File: src/common/isa_guard_consts.svh
// constants for the instruction-set transition guard
`ifndef ISA_GUARD_CONSTS_SVH
`define ISA_GUARD_CONSTS_SVH
`define FP_REG_W        82
`define FP_MANT_W       64
`define FP_EXP_LSB      64
`define FP_EXP_MSB      80
`define FP_SIGN_BIT     81
`define FAULT_VAL_EXP   17'h1FFFE
`define FAULT_VAL_SIGN  1'h0
`define FAULT_VAL_MANT  64'h0000000000000000
`define SNAN_EXP        17'h1FFFF
`define SNAN_MANT       64'h8000000000000001
`define CLEAN_CNT_W     7
`define CLEAN_CNT_RST   7'h00
`define CLEAN_CNT_MAX   7'h7F
`endif

File: src/common/isa_guard_pkg.sv
// types for the instruction-set transition guard
package isa_guard_pkg;
  typedef enum logic [0:0]
  {
    ISA_NATIVE = 1'b0,
    ISA_LEGACY = 1'b1
  } isa_mode_t;
  typedef enum logic [1:0]
  {
    OP_NONE = 2'b00,
    OP_FP   = 2'b01,
    OP_VEC  = 2'b10,
    OP_INT  = 2'b11
  } legacy_op_t;
endpackage

File: src/common/fp_operand_if.sv
// operand path between guard top and fp operand filter
`timescale 1ns/10ps
interface fp_operand_if;
  logic [81:0] raw_reg;
  logic [1:0]  op_kind;
  logic        fault_val;
  logic [81:0] filtered;
  logic [63:0] mant_data;
  modport top (output raw_reg, output op_kind, input fault_val, input filtered,
               input mant_data);
  modport filt (input raw_reg, input op_kind, output fault_val, output filtered,
                output mant_data);
endinterface

File: src/rtl/isa_transition_state_guard.sv
// guards stack, load-table and deferred-fault state across isa switches
`timescale 1ns/10ps
`include "isa_guard_consts.svh"
module isa_transition_state_guard
  import isa_guard_pkg::*;
(
  input  wire logic        sys_clk_i,
  input  wire logic        sys_rst_i,
  input  wire logic        legacy_entry_branch_i,
  input  wire logic        legacy_exit_jump_i,
  input  wire logic        interruption_i,
  input  wire logic        register_stack_engine_ctrl_en_i,
  input  wire logic        stacked_valid_set_i,
  input  wire logic        clean_inc_i,
  input  wire logic        advanced_load_table_insert_i,
  input  wire logic        marker_present_i,
  input  wire logic [1:0]  legacy_op_i,
  input  wire logic [81:0] fp_src_i,
  input  wire logic        fp_src_from_mem_i,
  output logic             legacy_mode_o,
  output logic             register_stack_engine_en_o,
  output logic             stacked_valid_o,
  output logic [6:0]       clean_count_o,
  output logic             advanced_load_table_valid_o,
  output logic             deferred_fault_marker_abort_o,
  output logic             legacy_fp_error_o,
  output logic             deferred_fault_fp_value_prop_o,
  output logic [81:0]      fp_result_o,
  output logic [63:0]      vec_data_o
);
  isa_mode_t   mode_q,  mode_d;
  logic        sen_q,   sen_d;
  logic        sval_q,  sval_d;
  logic [6:0]  clean_q, clean_d;
  logic        tbl_q,   tbl_d;
  logic        abort_q, abort_d;
  logic        fperr_q, fperr_d;
  logic        prop_q,  prop_d;
  logic [81:0] fpres_q, fpres_d;
  logic [63:0] vec_q,   vec_d;
  logic        enter,   leave;
  logic        fv_src;

  fp_operand_if op ();

  fp_operand_filter u_filter
  (
    .op (op)
  );

  assign op.raw_reg = fp_src_i;
  assign op.op_kind = legacy_op_i;

  ////////////////////////////////////////////////////////////////////////////
  // isa mode and transition side effects
  always_comb
  begin
    enter   = (mode_q == ISA_NATIVE) && legacy_entry_branch_i;
    leave   = (mode_q == ISA_LEGACY) && (legacy_exit_jump_i || interruption_i);
    mode_d  = mode_q;
    sval_d  = sval_q;
    clean_d = clean_q;
    tbl_d   = tbl_q;
    if (enter)
    begin
      mode_d = ISA_LEGACY;
      tbl_d  = 1'b0;
    end
    else if (leave)
    begin
      mode_d  = ISA_NATIVE;
      sval_d  = 1'b0;
      clean_d = `CLEAN_CNT_RST;
    end
    else if (mode_q == ISA_NATIVE)
    begin
      if (stacked_valid_set_i)
      begin
        sval_d = 1'b1;
      end
      if (clean_inc_i && (clean_q != `CLEAN_CNT_MAX))
      begin
        clean_d = clean_q + 7'h01;
      end
      if (advanced_load_table_insert_i)
      begin
        tbl_d = 1'b1;
      end
    end
    sen_d = register_stack_engine_ctrl_en_i && (mode_d == ISA_NATIVE);
  end

  ////////////////////////////////////////////////////////////////////////////
  // legacy operand handling
  always_comb
  begin
    fv_src     = op.fault_val && !fp_src_from_mem_i;
    abort_d    = 1'b0;
    fperr_d    = 1'b0;
    prop_d     = 1'b0;
    fpres_d    = fpres_q;
    vec_d      = vec_q;
    if ((mode_q == ISA_LEGACY) && !leave)
    begin
      unique case (legacy_op_t'(legacy_op_i))
        OP_NONE:
        begin
        end
        OP_FP:
        begin
          if (marker_present_i)
          begin
            abort_d = 1'b1;
          end
          else if (fv_src)
          begin
            fperr_d = 1'b1;
            fpres_d = op.filtered;
          end
          else
          begin
            fpres_d = fp_src_i;
          end
        end
        OP_VEC, OP_INT:
        begin
          if (marker_present_i)
          begin
            abort_d = 1'b1;
          end
          else
          begin
            vec_d = op.mant_data;
          end
        end
      endcase
    end
  end

  ////////////////////////////////////////////////////////////////////////////
  // registers
  always_ff @(posedge sys_clk_i or posedge sys_rst_i)
  begin
    if (sys_rst_i)
    begin
      mode_q  <= ISA_NATIVE;
      sen_q   <= 1'b0;
      sval_q  <= 1'b0;
      clean_q <= `CLEAN_CNT_RST;
      tbl_q   <= 1'b0;
      abort_q <= 1'b0;
      fperr_q <= 1'b0;
      prop_q  <= 1'b0;
      fpres_q <= 82'h0;
      vec_q   <= 64'h0;
    end
    else
    begin
      mode_q  <= mode_d;
      sen_q   <= sen_d;
      sval_q  <= sval_d;
      clean_q <= clean_d;
      tbl_q   <= tbl_d;
      abort_q <= abort_d;
      fperr_q <= fperr_d;
      prop_q  <= prop_d;
      fpres_q <= fpres_d;
      vec_q   <= vec_d;
    end
  end

  assign legacy_mode_o                 = (mode_q == ISA_LEGACY);
  assign register_stack_engine_en_o     = sen_q;
  assign stacked_valid_o                = sval_q;
  assign clean_count_o                  = clean_q;
  assign advanced_load_table_valid_o    = tbl_q;
  assign deferred_fault_marker_abort_o  = abort_q;
  assign legacy_fp_error_o              = fperr_q;
  assign deferred_fault_fp_value_prop_o = prop_q;
  assign fp_result_o                   = fpres_q;
  assign vec_data_o                    = vec_q;
endmodule

File: src/rtl/fp_operand_filter.sv
// classifies a floating-point register operand for legacy consumers
`timescale 1ns/10ps
`include "isa_guard_consts.svh"
module fp_operand_filter
  import isa_guard_pkg::*;
(
  fp_operand_if.filt op
);
  logic is_fault;

  always_comb
  begin
    is_fault = (op.raw_reg[`FP_EXP_MSB:`FP_EXP_LSB] == `FAULT_VAL_EXP)
             && (op.raw_reg[`FP_SIGN_BIT] == `FAULT_VAL_SIGN)
             && (op.raw_reg[`FP_MANT_W-1:0] == `FAULT_VAL_MANT);
    op.fault_val = is_fault;
    op.mant_data = op.raw_reg[`FP_MANT_W-1:0];
    op.filtered  = op.raw_reg;
    if (is_fault && (legacy_op_t'(op.op_kind) == OP_FP))
    begin
      op.filtered = {`FAULT_VAL_SIGN, `SNAN_EXP, `SNAN_MANT};
    end
  end
endmodule

File: config.mk
export PLATFORM = sky130hd
export DESIGN_NAME = isa_transition_state_guard
export DESIGN_NICKNAME = d
export VERILOG_FILES = /design/src/common/isa_guard_pkg.sv /design/src/common/fp_operand_if.sv /design/src/rtl/isa_transition_state_guard.sv /design/src/rtl/fp_operand_filter.sv
export VERILOG_INCLUDE_DIRS = /design/src /design/src/common
export SDC_FILE = /design/constraint.sdc
export NUM_CORES = 1
export LEC_CHECK = 0
export ABC_CLOCK_PERIOD_IN_PS = 12030
export BUFFER_PORTS_ARGS = -buffer_cell sky130_fd_sc_hd__buf_2
export CAP_MARGIN = 10
export CELL_PAD_IN_SITES_DETAIL_PLACEMENT = 0
export CELL_PAD_IN_SITES_GLOBAL_PLACEMENT = 1
export CORE_ASPECT_RATIO = 0.6
export CORE_UTILIZATION = 42
export DETAILED_ROUTE_END_ITERATION = 10
export PLACE_DENSITY = 0.87
export SYNTH_ARGS = -nofsm -noshare
export SYNTH_HDL_FRONTEND = slang
export SYNTH_HIERARCHICAL = 1
export SYNTH_SLANG_ARGS = --single-unit
File: constraint.sdc
create_clock -name sys_clk_i -period 12.03 [get_ports sys_clk_i]
set_clock_uncertainty 0.2 [all_clocks]
set_input_delay 1.203 -clock sys_clk_i [delete_from_list [all_inputs] [get_ports sys_clk_i]]
set_output_delay 1.203 -clock sys_clk_i [all_outputs]
set_load 0.005 [all_outputs]
After elaboration in Yosys (flattened, before gate mapping)

Cells that the tools add are included.

Bits in registers: 159
Input bits: 95
Output and inout bits: 160

$add $sub $neg: 1
Equal/unequal tests: 8
Mux-type cells: 21
Bitwise logic cells: 5
Reduce and logical (&&, ||, !) cells: 23

Operators by type and width:

| cell                                                                     | count |
|---|---|
| 82-bit two-way mux                                                       | 2 |
| 64-bit zero test                                                         | 1 |
| 7-bit two-way mux                                                        | 3 |
| 17-bit equality test (second input constant)                             | 1 |
| 1-bit two-way mux                                                        | 16 |
| 3-bit AND reduction                                                      | 5 |
| 1-bit logical AND                                                        | 9 |
| 7-bit by 1-bit adder with 7-bit output (second input constant)           | 1 |
| 7-bit inequality test (second input constant)                            | 1 |
| 2-bit nonzero test                                                       | 3 |
| 1-bit NOT                                                                | 5 |
| 2-bit equality test (second input constant)                              | 2 |
| 2-bit by 1-bit inequality test with 1-bit output (second input constant) | 2 |
| 3-bit OR reduction                                                       | 1 |
| 2-bit by 1-bit equality test with 1-bit output (second input constant)   | 1 |
| 1-bit zero test                                                          | 2 |
| 2-bit inequality test (second input constant)                            | 1 |
| 2-bit OR reduction                                                       | 1 |
| 1-bit logical OR                                                         | 1 |

Depth between registers and ports, before layout

Depth after elaboration: 8
Depth in mapped cells: 9

By module

The synthesis kept the hierarchy.

By module, submodules not included:

| module                     | times used | cells an instance | area an instance (um^2) | sequential area each (um^2) |
|---|---|---|---|---|
| isa_transition_state_guard | 1          | 551               | 6,757.7                 | 3,978.8 |
| fp_operand_filter          | 1          | 177               | 1,051.0                 | 0.0 |

Worst setup path after synthesis

OpenSTA, ideal clock, no wires.

Path type: input to register
Start point: input fp_src_i[53]
End point: register fpres_q[74], in the netlist fp_result_o[74]
Library setup time: 0.135 ns
Data arrival time: 3.053 ns
Required time: 11.695 ns
Path slack: 8.642 ns
Cell stages on the path: 9
Path buffers: 2
Cells stage by stage: nor4_2 nand4_1 or4_4 nor4b_2 nand2b_1 buf_2 buf_2 mux2i_1 o21ai_0

Word-level cells in the longest chain between the ends: 5
Elaborated cells on any way between the ends: 6
Classes of those cells: 2 x mux; 4 x reduce/logical

RTL lines:

| item                                  | RTL line                          | source |
|---|---|---|
| start, declared                       | isa_transition_state_guard.sv:18  | `input wire logic [81:0] fp_src_i,` |
| 64-bit zero test (no source line) (*) | -                                 |  |
| 1-bit logical AND (*)                 | fp_operand_filter.sv:13           | `` is_fault = (op.raw_reg[`FP_EXP_MSB:`FP_EXP_LSB] == `FAULT_VAL_EXP) `` |
| via op.fault_val                      | fp_operand_if.sv:6                | `logic fault_val;` |
| 1-bit logical AND                     | fp_operand_filter.sv:19           | `if (is_fault && (legacy_op_t'(op.op_kind) == OP_FP))` |
| 82-bit two-way mux                    | fp_operand_filter.sv:19           |  |
| 82-bit two-way mux (*)                | isa_transition_state_guard.sv:115 | `else if (fv_src)` |
| end signal, assigned                  | isa_transition_state_guard.sv:167 | `fpres_q <= fpres_d;` |
| end, declared                         | isa_transition_state_guard.sv:39  | `logic [81:0] fpres_q, fpres_d;` |

The timed path passes the listed nets; every way through them passes the cells marked *.
A chain may end at the register's enable or synchronous reset.

Final worst setup path

Start point: input fp_src_i[81]
End point: register fpres_q[53], in the netlist fp_result_o[53]

Word-level cells in the longest chain between the ends: 6
Elaborated cells on any way between the ends: 7
Classes of those cells: 2 x mux; 1 x bitwise; 4 x reduce/logical

RTL lines:

| item                               | RTL line |
|---|---|
| 1-bit NOT (no source line) (*)     | - |
| 1-bit logical AND (*) (2 in a row) | fp_operand_filter.sv:13 |
| via op.fault_val                   | fp_operand_if.sv:6 |
| 1-bit logical AND                  | fp_operand_filter.sv:19 |
| 82-bit two-way mux                 | fp_operand_filter.sv:19 |
| 82-bit two-way mux (*)             | isa_transition_state_guard.sv:115 |

Marked as above.

==> run summary <==
status -> completed
RSZ-0062 raised after global routing -> false
Nets -> 923
max_cap viols -> 0
vias in the first global route -> 5014
Die Ht -> 107.6 µm
fmax -> 0.2273 GHz
Vias -> 5232
CP Data Arrival Time -> 4.46 ns
Initial Utilization -> 43.11%
area fraction of the dominant cell type after synthesis -> 50.95%
most common cell after layout, fill and taps aside -> buf_2
Hold Vio Cnt, Final -> 0
fraction of layout cells with a size suffix above 1 -> 43.03%
Worst-path clk slew -> 0.06 ns
asr flop ratio synth -> 100.0%
DRC viols -> 0
ANT nets after route -> 0
GP Congestion -> 0.8067
register area share after synthesis -> 50.95%
Synth Warn # -> 6
# resized after CTS -> 0
EDFF count, synth -> 0
Core Rows -> 38
Worst Path Max Fanout -> 49
RR Endpoint -> fp_result_o[53]
type of the worst setup path -> in2reg
first-pass GRT wire length -> 28080 µm
largest area contributor in the netlist -> dfrtp_1
CTS root buffer -> clkbuf_16
Post-Synthesis Cells -> 728
post-synthesis cell type count -> 36
post-route minimum period -> 4.400 ns
Main synth FF type -> dfrtp_1
dpl ws -> 7.164 ns
Area Growth Syn to Fin -> 16.07%
Slew Limit Fails -> 0
H-tree Lvls -> 4
Worst EP required -> 12.09 ns
Clock Sinks -> 159
Worst Hold Class -> reg2reg
fin crit share -> 36.58%
number of port buffers -> 253
LEAKAGE -> 5.113 nW
commonest cells after routing, fill and taps aside -> 253 x buf_2, 159 x dfrtp_1, 97 x nand2_1
Post-CTS Hold Buffers -> 0
Final WS setup -> 7.630 ns
largest net degree at the start of global routing -> 95
Worst setup SP type -> input pin
Max Root-Sink Buffers -> 2
drt first pass iters -> 4
Ant. Diodes -> 0
Worst Hold Path EP -> fp_result_o[52]
Mean Syn Cell Area -> 10.73 µm²
DP HPWL -> 13050 µm
I/O Pins -> 255
final WL -> 18450 µm
syn_nets -> 824
DR iter-0 viols -> 262
post-layout util -> 50.03%
r2r worst-path depth -> 5
peak supply drop -> 113.5 µV
Clock Latency Late Sink -> 0.42 ns
synthesized area -> 0.007809 mm²
total track usage -> 19.65%
number of buffers created by CTS -> 17
reg2reg setup slack -> 9.39 ns
post-DR wirelength/cell -> 17.10 µm
Slew Limit Headroom -> 38.33%
Worst-Margin Slew -> 0.9250 ns
Crit. End Element -> flip-flop
PD cells -> 177.7 mW/mm²
grt ovf -> 0
leading post-synthesis cells by cell area -> dfrtp_1 51%, mux2i_1 11%, mux2_2 9.2%, buf_4 6.2%, o21ai_0 5.1%
Die Area -> 0.01916 mm²
DIE WIDTH -> 178.0 µm
setup violators final -> 0
hold path start -> fp_result_o[52]
Yosys reg bits -> 159
antenna violations before repair -> 0
Vias/cell -> 4.849
TNS Setup -> 0 ns
postcts setup bufs -> 0
core area -> 0.01811 mm²
Hold Path Depth -> 2
CTS tree -> done
reg-to-reg startpoint -> legacy_mode_o
cell usage after synthesis (all sizes together), types with 2 or more instances:
library cell,n
nand2,98
o21ai,88
a21oi,3
nor4b,6
o21bai,3
mux2,64
inv,3
nor4,14
dfrtp,159
nand4,8
buf,89
nand3,2
nor2,3
and3,3
clkbuf,87
mux2i,86
critical path, cell delays in order:
cell      delay [ns]
buf_2           0.12
nor4_2          0.52
nand4_1         0.27
or4_4           0.63
nor4b_2         0.38
nand2b_4        0.40
buf_4           0.54
mux2i_1         0.25
o21ai_0         0.10
worst max path at each step:
stage | from | end | cells after the start
final | fp_src_i[81] | fp_result_o[53] | 9
after global routing | fp_src_i[81] | fp_result_o[56] | 9
after CTS | fp_src_i[81] | fp_result_o[17] | 9
after detailed placement | fp_src_i[81] | fp_result_o[17] | 9
after global placement | fp_src_i[0] | fp_result_o[61] | 9
after floorplan | sys_rst_i | advanced_load_table_valid_o | 1
registers in the layout (all words and copies together) (netlist names):
signal and cells:
advanced_load_table_valid_o 1, legacy_fp_error_o 1, vec_data_o 64, stacked_valid_o 1, fp_result_o 82, register_stack_engine_en_o 1
deferred_fault_marker_abort_o 1, clean_count_o 7, legacy_mode_o 1
area by class of cell:
type,instances,area [µm²]
Multi-Input combinational cell,389,2813
Clock inverter,11,212.7
Fill cell,1702,9051
Timing Repair Buffer,257,1296
Clock buffer,20,446.7
Inverter,3,16.27
Sequential cell,159,3979
Tap cell,240,300.3
through the flow:
step | total power [mW] | hold slack (ns) | instance area (µm²) | cells
2_1_floorplan | 0.8578 | 0.2704 | 7809 | 728
3_3_place_gp | 1.005 | 0.2565 | 8404 | 1048
3_5_place_dp | 1.015 | 0.2648 | 8404 | 1048
4_1_cts | 1.632 | 0.2788 | 9064 | 1079
5_1_grt | 1.698 | 0.3053 | 9064 | 1079
6_report | 1.611 | 0.2738 | 9064 | 1079
logic make-up after synthesis:
family,Yosys count,share of synthesized area [%]
buffers and inverters,180,13.19
muxes,150,20.25
and+or+nand+nor,141,9.037
other,1,0.04802
DFF,159,50.95
adders and majority gates,1,0.1602
AOI/OAI and AO/OA,96,6.361
per-layer routing:
metal  share of wire (%)  track usage [%]
met5                   0                0
met1                  49            27.27
met4                0.92            5.800
met3                 9.3            8.157
met2                  41            27.68
report_power, final:
group	switching, mW	total (mW)	internal, mW
Sequential	0.0587	0.707	0.648
Combinational	0.140	0.295	0.155
Clock	0.216	0.609	0.393
Note: power is estimated with default switching activity, not from simulation.
